### src/design/feis_consts.vh
`ifndef FEIS_CONSTS_VH
`define FEIS_CONSTS_VH

// ----------------------------------------
// register indices and byte addresses
// ----------------------------------------
`define FEIS_IDX_FIRST_LEVEL 8'h69
`define FEIS_IDX_COMM_ERR 8'h6A
`define FEIS_ADDR_FIRST_LEVEL 12'h1A4
`define FEIS_ADDR_COMM_ERR 12'h1A8

// ----------------------------------------
// reset values
// ----------------------------------------
`define FEIS_RST_FIRST_LEVEL 8'h00
`define FEIS_RST_COMM_ERR 8'h00

// ----------------------------------------
// first-level field positions
// ----------------------------------------
`define FEIS_BIT_WD 7
`define FEIS_BIT_ESM 6
`define FEIS_BIT_RDBK 5
`define FEIS_BIT_COMM 4
`define FEIS_BIT_PROC_RAIL 3
`define FEIS_BIT_CTRL_RAIL 2
`define FEIS_BIT_ORD_SHDN 1
`define FEIS_BIT_IMM_SHDN 0

// ----------------------------------------
// communication error field positions
// ----------------------------------------
`define FEIS_BIT_FRAME_ERR 0
`define FEIS_COMM_W1C_MASK 8'hAB

`endif

### src/design/feis_w1c_bank.v
`include "feis_consts.vh"

// bank of latched flags: set wins over a write-one clear
module feis_w1c_bank #(
    parameter WIDTH = 8
) (
    // clock and reset
    input wire pclk,
    input wire presetn,
    // event and clear controls
    input wire [WIDTH-1:0] set_pulse,
    input wire [WIDTH-1:0] clr_mask,
    // stored flags
    output reg [WIDTH-1:0] flags_q
);

    wire [WIDTH-1:0] flags_d;

    // set wins; zero bits of the clear keep the value
    assign flags_d = (flags_q & ~clr_mask) | set_pulse;

    // flag storage
    always @(posedge pclk or negedge presetn) begin
        if (!presetn) begin
            flags_q <= {WIDTH{1'b0}};
        end else begin
            flags_q <= flags_d;
        end
    end

endmodule

### src/design/feis_top.v
// Notes on behaviour
// - first-level register at 0x69, resets zero
// - bit 7 mirrors watchdog pending status
// - bit 7 drops once three watchdog flags clear
// - bit 6 follows signal-monitor register nonzero
// - bit 5 follows readback register nonzero
// - bit 4 set while comm register nonzero
// - bit 4 clears with the comm register; first-level writes cannot clear
// - bit 3 latches processor rail fault
// - bit 2 latches controller rail fault
// - bit 1 latches orderly shutdown
// - bit 0 latches immediate shutdown
// - comm error register at 0x6A, resets zero
// - comm bit 0 latches frame error, W1C
`include "feis_consts.vh"

module feis_top (
    // apb clock and reset
    input wire pclk,
    input wire presetn,
    // apb slave
    input wire psel,
    input wire penable,
    input wire pwrite,
    input wire [11:0] paddr,
    input wire [31:0] pwdata,
    input wire [3:0] pstrb,
    output reg [31:0] prdata,
    output reg pready,
    output reg pslverr,
    // source register summaries (same clock domain)
    input wire watchdog_reset_flag,
    input wire watchdog_fail_flag,
    input wire watchdog_long_window_timeout_flag,
    input wire [7:0] signal_monitor_source_reg,
    input wire [7:0] readback_source_reg,
    // error events, one-cycle pulses (same clock domain)
    input wire processor_rail_fault_evt,
    input wire controller_rail_fault_evt,
    input wire orderly_shutdown_evt,
    input wire immediate_shutdown_evt,
    input wire [7:0] comm_error_evt,
    // register views
    output reg [7:0] first_level_error_flags,
    output reg [7:0] communication_error_flags
);

    // ----------------------------------------
    // bus decode
    // ----------------------------------------
    // aligned word address match
    function addr_hit;
        input [11:0] addr;
        input [11:0] target;
        begin
            addr_hit = (addr[11:2] == target[11:2]);
        end
    endfunction

    wire acc_phase;
    wire wr_en;
    wire hit_first;
    wire hit_comm;
    wire wr_lane0;
    wire wr_done;

    assign acc_phase = psel & penable;
    assign hit_first = addr_hit(paddr, `FEIS_ADDR_FIRST_LEVEL);
    assign hit_comm = addr_hit(paddr, `FEIS_ADDR_COMM_ERR);
    assign wr_lane0 = pwrite & pstrb[0];
    assign wr_en = acc_phase & ~pready;
    // writes act only at the edge that completes the transfer
    assign wr_done = acc_phase & pready;

    // ----------------------------------------
    // latched flags
    // ----------------------------------------
    wire [3:0] fl_set;
    wire [3:0] fl_clr;
    wire [3:0] fl_q;
    wire [7:0] cm_clr;
    wire [7:0] cm_q;

    // latched events of the first-level register
    assign fl_set = {processor_rail_fault_evt,
                     controller_rail_fault_evt,
                     orderly_shutdown_evt,
                     immediate_shutdown_evt};
    // only ones in the low nibble clear; summary bits ignored
    assign fl_clr = (wr_done & wr_lane0 & hit_first) ?
                    pwdata[3:0] : 4'h0;

    // comm register: W1C only on latched bit positions
    assign cm_clr = (wr_done & wr_lane0 & hit_comm) ?
                    (pwdata[7:0] & `FEIS_COMM_W1C_MASK) : 8'h00;

    feis_w1c_bank #(
        .WIDTH(4)
    ) u_first_bank (
        .pclk(pclk),
        .presetn(presetn),
        .set_pulse(fl_set),
        .clr_mask(fl_clr),
        .flags_q(fl_q)
    );

    feis_w1c_bank #(
        .WIDTH(8)
    ) u_comm_bank (
        .pclk(pclk),
        .presetn(presetn),
        .set_pulse(comm_error_evt & `FEIS_COMM_W1C_MASK),
        .clr_mask(cm_clr),
        .flags_q(cm_q)
    );

    // ----------------------------------------
    // summary flags
    // ----------------------------------------
    wire wd_sum;
    wire esm_sum;
    wire rdbk_sum;
    wire comm_sum;

    // watchdog summary holds until all three flags clear
    assign wd_sum = watchdog_reset_flag | watchdog_fail_flag |
                    watchdog_long_window_timeout_flag;
    assign esm_sum = |signal_monitor_source_reg;
    assign rdbk_sum = |readback_source_reg;
    // derived from stored comm flags, no write path
    assign comm_sum = |cm_q;

    wire [7:0] first_level_d;

    assign first_level_d = {wd_sum, esm_sum, rdbk_sum, comm_sum, fl_q};

    // ----------------------------------------
    // register views
    // ----------------------------------------
    // registered copies drive the outputs
    always @(posedge pclk or negedge presetn) begin
        if (!presetn) begin
            first_level_error_flags <= `FEIS_RST_FIRST_LEVEL;
            communication_error_flags <= `FEIS_RST_COMM_ERR;
        end else begin
            first_level_error_flags <= first_level_d;
            communication_error_flags <= cm_q;
        end
    end

    // ----------------------------------------
    // apb response
    // ----------------------------------------
    // one wait state, error on unmapped address
    always @(posedge pclk or negedge presetn) begin
        if (!presetn) begin
            pready <= 1'b0;
            pslverr <= 1'b0;
            prdata <= 32'h0000_0000;
        end else if (wr_en) begin
            pready <= 1'b1;
            pslverr <= ~(hit_first | hit_comm);
            if (pwrite) begin
                prdata <= 32'h0000_0000;
            end else if (hit_first) begin
                prdata <= {24'h00_0000, first_level_d};
            end else if (hit_comm) begin
                prdata <= {24'h00_0000, cm_q};
            end else begin
                prdata <= 32'h0000_0000;
            end
        end else begin
            pready <= 1'b0;
            pslverr <= 1'b0;
            prdata <= 32'h0000_0000;
        end
    end

endmodule

### config.mk
export PLATFORM = sky130hd
export DESIGN_NAME = feis_top
export DESIGN_NICKNAME = d
export VERILOG_FILES = /design/src/design/feis_w1c_bank.v /design/src/design/feis_top.v
export VERILOG_INCLUDE_DIRS = /design/src /design/src/design
export SDC_FILE = /design/constraint.sdc
export NUM_CORES = 1
export LEC_CHECK = 0
export ABC_AREA = 1
export ABC_CLOCK_PERIOD_IN_PS = 1100
export BUFFER_PORTS_ARGS = -buffer_cell sky130_fd_sc_hd__buf_2
export CAP_MARGIN = 40
export CORE_AREA = 2 2 65 67
export CTS_BUF_LIST = sky130_fd_sc_hd__clkbuf_4 sky130_fd_sc_hd__clkbuf_8
export CTS_CLUSTER_DIAMETER = 100
export DETAILED_ROUTE_END_ITERATION = 8
export DIE_AREA = 0 0 67 69
export MAX_ROUTING_LAYER = met4
export PLACE_DENSITY = 0.81
export SYNTH_ARGS = -nofsm -noshare
export SYNTH_HDL_FRONTEND = slang
export SYNTH_SLANG_ARGS = --single-unit
### constraint.sdc
create_clock -name pclk -period 1.1 [get_ports pclk]
set_input_delay 0.11 -clock pclk [delete_from_list [all_inputs] [get_ports pclk]]
set_output_delay 0.11 -clock pclk [all_outputs]
set_load 0.02 [all_outputs]
; Word level (Yosys, flattened, before mapping)
; Index checks and enable logic that the tools add are counted.
[word_totals]
ff_bits = 62
elab_cells = 38
out_inout_bits = 50
input_bits = 84
[classes]
reduce_logical = 3
bitwise = 18
mux = 8
eq_ne = 2
[op_table]
columns = cell, count
row1 = 2-to-1 mux 32 bit, 2
row2 = 2-to-1 mux 8 bit, 3
row3 = OR reduction 8 bit, 3
row4 = "== test 10 x 7 -> 1 bit, second input constant", 2
row5 = bitwise AND 8 bit, 1
row6 = NOT 8 bit, 1
row7 = OR 8 bit, 1
row8 = bitwise AND 1 bit, 7
row9 = bitwise AND 4 bit, 1
row10 = 2-to-1 mux 4 bit, 1
row11 = NOT 4 bit, 1
row12 = OR 4 bit, 1
row13 = OR 1 bit, 3
row14 = 2-to-1 mux 1 bit, 2
row15 = NOT 1 bit, 2

; Longest topological paths before layout
[logic_depth]
depth_word = 8
ltp_mapped = 8
ltp_nobuf = 8

; Cells and area by module
; A second synthesis with hierarchy kept.
[unflattened]
hier_cells = 225
hier_area_um2 = 1799.2
[by_module_without_submodules]
columns = module, n_inst, cells_each, area_per_inst_um2, seq_area_each_um2
row1 = feis_top, 1, 165, 1318.8, 650.6
row2 = feis_w1c_bank (u_comm_bank), 1, 40, 320.3, 200.2
row3 = feis_w1c_bank (u_first_bank), 1, 20, 160.2, 100.1

; Least setup slack after synthesis
; No wires, ideal clock.
[synth_timing]
path_type = register -> register
startpoint = register pready
endpoint = register u_first_bank.flags_q[0]
required_time_ps = 984
setup_slack_ps = -62
arrival_ps = 1046
period_less_slack_ps = 1162
path_buffers = 0
path_stages_with_launch = 6
setup_time_ps = 116
cell_sequence = dfrtp_1 nand3_1 nor2_4 nand4_1 nand2_1 nand2_1
[synth_via]
elab_chain_len = 7
[synth_lines]
columns = item, line
row1 = "start, declared", feis_top.v:29  ; output reg pready,
row2 = "start signal, assigned", feis_top.v:157  ; pready <= 1'b0;
row3 = "start signal, assigned", feis_top.v:161  ; pready <= 1'b1;
row4 = "start signal, assigned", feis_top.v:173  ; pready <= 1'b0;
row5 = bitwise AND 1 bit, feis_top.v:73  ; assign wr_done = acc_phase & pready;
row6 = bitwise AND 1 bit (2 in a row), feis_top.v:90  ; assign fl_clr = (wr_done & wr_lane0 & hit_first) ?
row7 = 2-to-1 mux 4 bit, feis_top.v:90
row8 = NOT 4 bit, feis_w1c_bank.v:20  ; assign flags_d = (flags_q & ~clr_mask) | set_pulse;
row9 = bitwise AND 4 bit, feis_w1c_bank.v:20
row10 = OR 4 bit, feis_w1c_bank.v:20
row11 = named net u_first_bank.flags_d[0], feis_w1c_bank.v:17  ; wire [WIDTH-1:0] flags_d;
row12 = "end signal, assigned", feis_w1c_bank.v:25  ; flags_q <= {WIDTH{1'b0}};
row13 = "end signal, assigned", feis_w1c_bank.v:27  ; flags_q <= flags_d;
row14 = "end, declared", feis_w1c_bank.v:14  ; output reg [WIDTH-1:0] flags_q
; The timed path passes the listed nets, and every way through them passes these cells.

; Worst setup path in the final report
[layout_timing]
startpoint = register pready
endpoint = register prdata[3]
[layout_via]
elab_chain_len = 3
[layout_lines]
columns = item, line
row1 = NOT 1 bit, feis_top.v:71  ; assign wr_en = acc_phase & ~pready;
row2 = bitwise AND 1 bit, feis_top.v:71
row3 = 2-to-1 mux 32 bit, feis_top.v:160  ; end else if (wr_en) begin
row4 = "end signal, assigned", feis_top.v:166  ; prdata <= {24'h00_0000, first_level_d};
row5 = "end signal, assigned", feis_top.v:168  ; prdata <= {24'h00_0000, cm_q};
row6 = "end, declared", feis_top.v:28  ; output reg [31:0] prdata,
; No other way between the ends.

==> results.json <==
{
  "crit_fanout": 5,
  "wirelength_um": 2980,
  "power_density_nw_per_um2": 1200,
  "syn_inst": 155,
  "period_minus_slack_ns": 1.10,
  "ys_seq_area_share_pct": 55.0,
  "cp_num_buf_inv": 1,
  "crit_path_start_kind": "flop",
  "grt_pass1_vias": 1099,
  "core_um2": 3910,
  "pwr-share-comb_pct": 11.6,
  "setup_viol": 0,
  "dieArea_um2": 4620,
  "start_util_pct": 37.2,
  "reg2regPathDepth": 4,
  "routed_via_density": 4.26,
  "hold_viol_final": 0,
  "hp-class": "in -> reg",
  "ys_types": 18,
  "post_cts_buffers": 0,
  "antenna_found_initial": 0,
  "synth_area_per_cell_um2": 9.40,
  "drc": 0,
  "crit_arrival_ns": 1.32,
  "fin_skew_ns": 0.00210,
  "grt-ovfl-total": 0,
  "min-delay-start": "processor_rail_fault_evt",
  "drv_cap": 0,
  "fin_util_pct": 50.3,
  "area_delta_synth_final_pct": 35.1,
  "port_buffers": 72,
  "clockBufferDepth": 2,
  "m1WireLength_um": 1030,
  "ys_warn_count": 0,
  "cts_tree": "built",
  "fin_ws_ns": 0.00163,
  "max_stage_delay_ns": 0.45,
  "ir_worst_vdd_v": 0.000376,
  "fp-row-count": 23,
  "power_switching_uw": 596,
  "ys_ff_latch": 32,
  "wl_met3_um": 359,
  "outcome": "complete, no violations",
  "cts_sinks": 32,
  "final_cells": 290,
  "pre_cts_ws_ns": -0.0262,
  "num-fill-cells": 374,
  "clock-root-buffer": "clkbuf_8",
  "die_h_um": 69,
  "swShare_pct": 25.1,
  "h-tree-depth": 2,
  "fmax_mhz": 910,
  "crit_path_end_kind": "flop",
  "crit_cells": 4,
  "first_iter_violations": 73,
  "wl_met2_um": 1480,
  "cp_cell_sequence": "nor3_4 -> buf_4 -> nand4_1 -> nand2_1",
  "reg2reg_slack_ns": 0.002,
  "syn_area_um2": 1460,
  "grt_max_degree": 33,
  "p_leak_nw": 1.06,
  "hold_end": "u_first_bank.flags_q[3]",
  "final.period_utilization_pct": 99.9,
  "drive_above_1_share_pct": 41.7,
  "insertion_delay_ns": 0.28,
  "fin_setup_tns_ns": 0,
  "dp_cells": 280,
  "cts_buffers": 5,
  "seqPwrFrac_pct": 50.2,
  "grt_usage_pct": 13.8,
  "fin_nets": 323,
  "slew_violations": 0,
  "timing.rr.end": "prdata[3]",
  "holdPathStages": 3,
  "dpl.hpwl_um": 2280,
  "required_ns": 1.32,
  "wl_per_cell_um": 10.3,
  "gp_congestion": 0.795,
  "grt_pass1_wl_um": 4550,
  "dr.pass1.iters": 4,
  "rr_startpoint": "pready",
  "vias": 1236,
  "pwr-share-clk_pct": 38.2,
  "clkSlewWorstSetupHoldPaths_ns": 0.06,
  "p_int_mw": 1.77,
  "path_delay_family": "flip-flops",
  "hold_slack_ns": 0.00820,
  "pin_count": 134,
  "critPathKind": "reg -> reg",
  "die_x_um": 67,
  "highest_layer": "met4",
  "antennaDiodeCount": 0,
  "rsz0062_at_grt": "yes",
  "slowest_stage": "dfrtp_2",
  "ant_nets": 0
}
==> worst max-delay path by stage <==
stage | from | endpoint | slack [ns]
after floorplan | pready | prdata[5] | -0.003
after global placement | pready | u_first_bank.flags_q[3] | -0.01
after detailed placement | pready | u_first_bank.flags_q[3] | -0.03
after CTS | pready | prdata[6] | -0.02
after global routing | pready | prdata[5] | -0.09
final | pready | prdata[3] | 0.002
==> placed cells by master, fill, tap and decap left out <==
| cell type | count |
|---|---|
| nor2_4 | 3 |
| or3_1 | 1 |
| inv_4 | 1 |
| clkinv_2 | 2 |
| buf_12 | 1 |
| nand4_1 | 16 |
| nand3_4 | 2 |
| nand2_2 | 4 |
| buf_6 | 1 |
| dlygate4sd3_1 | 1 |
| dfrtp_2 | 1 |
| dfrtp_1 | 31 |
| clkbuf_8 | 6 |
| conb_1 | 27 |
| buf_2 | 72 |
| buf_4 | 4 |
| nand2_1 | 31 |
| inv_1 | 14 |
| a21oi_1 | 2 |
| nor2_1 | 16 |
| nor3_4 | 1 |
| nor2_2 | 1 |
| inv_2 | 1 |
| nor3_1 | 1 |
==> cells in the mapped netlist <==
| cell type | number | area share [%] |
|---|---|---|
| a21oi_1 | 2 | 0.69 |
| buf_2 | 1 | 0.34 |
| buf_4 | 27 | 14 |
| buf_6 | 1 | 0.77 |
| conb_1 | 1 | 0.26 |
| dfrtp_1 | 32 | 55 |
| inv_1 | 14 | 3.6 |
| inv_2 | 2 | 0.52 |
| nand2_1 | 34 | 8.8 |
| nand2_2 | 1 | 0.43 |
| nand3_1 | 1 | 0.34 |
| nand3_2 | 1 | 0.69 |
| nand4_1 | 16 | 6.9 |
| nor2_1 | 17 | 4.4 |
| nor2_4 | 2 | 1.5 |
| nor3_1 | 1 | 0.34 |
| nor3_4 | 1 | 1.1 |
| or3_1 | 1 | 0.43 |
==> worst min-delay path: cells and delay by family <==
family | cells | cell delay [ns]
AND/OR/NAND/NOR | 1 | 0.05
buffers and inverters | 2 | 0.10
==> metrics by stage <==
stage          power, mW  area, um^2
6_report            2.37        1970
2_1_floorplan       1.41        1560
3_5_place_dp        1.47        1820
3_3_place_gp        1.47        1820
5_1_grt             2.46        1970
4_1_cts             2.39        1940
==> layout make-up <==
cell class              instances  area [um^2]  share of cell area, %
flip-flops and latches         32          802                   40.8
multi-input cells             105          515                   26.2
repair buffers                 79          432                   21.9
clock buffers                   6         82.6                   4.20
inverters                      16         62.6                   3.18
well taps                      50         62.6                   3.18
clock inverters                 2         10.0                  0.509
==> sequential cells by signal (all words and copies together), names as in the netlist <==
name / count
communication_error_flags: 5
pslverr: 1
u_comm_bank.flags_q: 5
pready: 1
u_first_bank.flags_q: 4
first_level_error_flags: 8
prdata: 8
==> power groups by stage <==
stage	Combinational, mW	Clock (mW)	Sequential, mW
floorplan	0.197	0	1.22
global placement	0.260	0	1.21
detailed placement	0.265	0	1.21
CTS	0.275	0.929	1.19
global route	0.304	0.971	1.19
finish	0.275	0.906	1.19
==> per-layer routing <==
layer | track usage, % | up-vias
li1 | - | 603
met1 | 13.1 | 542
met5 | - | -
met2 | 22.9 | 82
met3 | 5.22 | 9
met4 | 8.62 | 0
==> logic make-up (layout without fill, tap and decap cells) <==
logic type / count (synthesis) / in the layout / share of synthesized area [%]
DFF: 32 / 32 / 55.0
and+or+nand+nor: 75 / 76 / 24.9
buffers and inverters: 45 / 103 / 19.2
other: 1 / 27 / 0.257
AOI/OAI and AO/OA: 2 / 2 / 0.687
==> repair_timing <==
action / CTS / global route
setup endpoints to repair: 10 / 13
resized for setup: 3 / 7
cloned: 1 / 0
hold buffers: 1 / 0
pin swaps: 3 / 11
hold endpoints to repair: 32 / 0
Note: power is estimated with default switching activity, not from simulation.
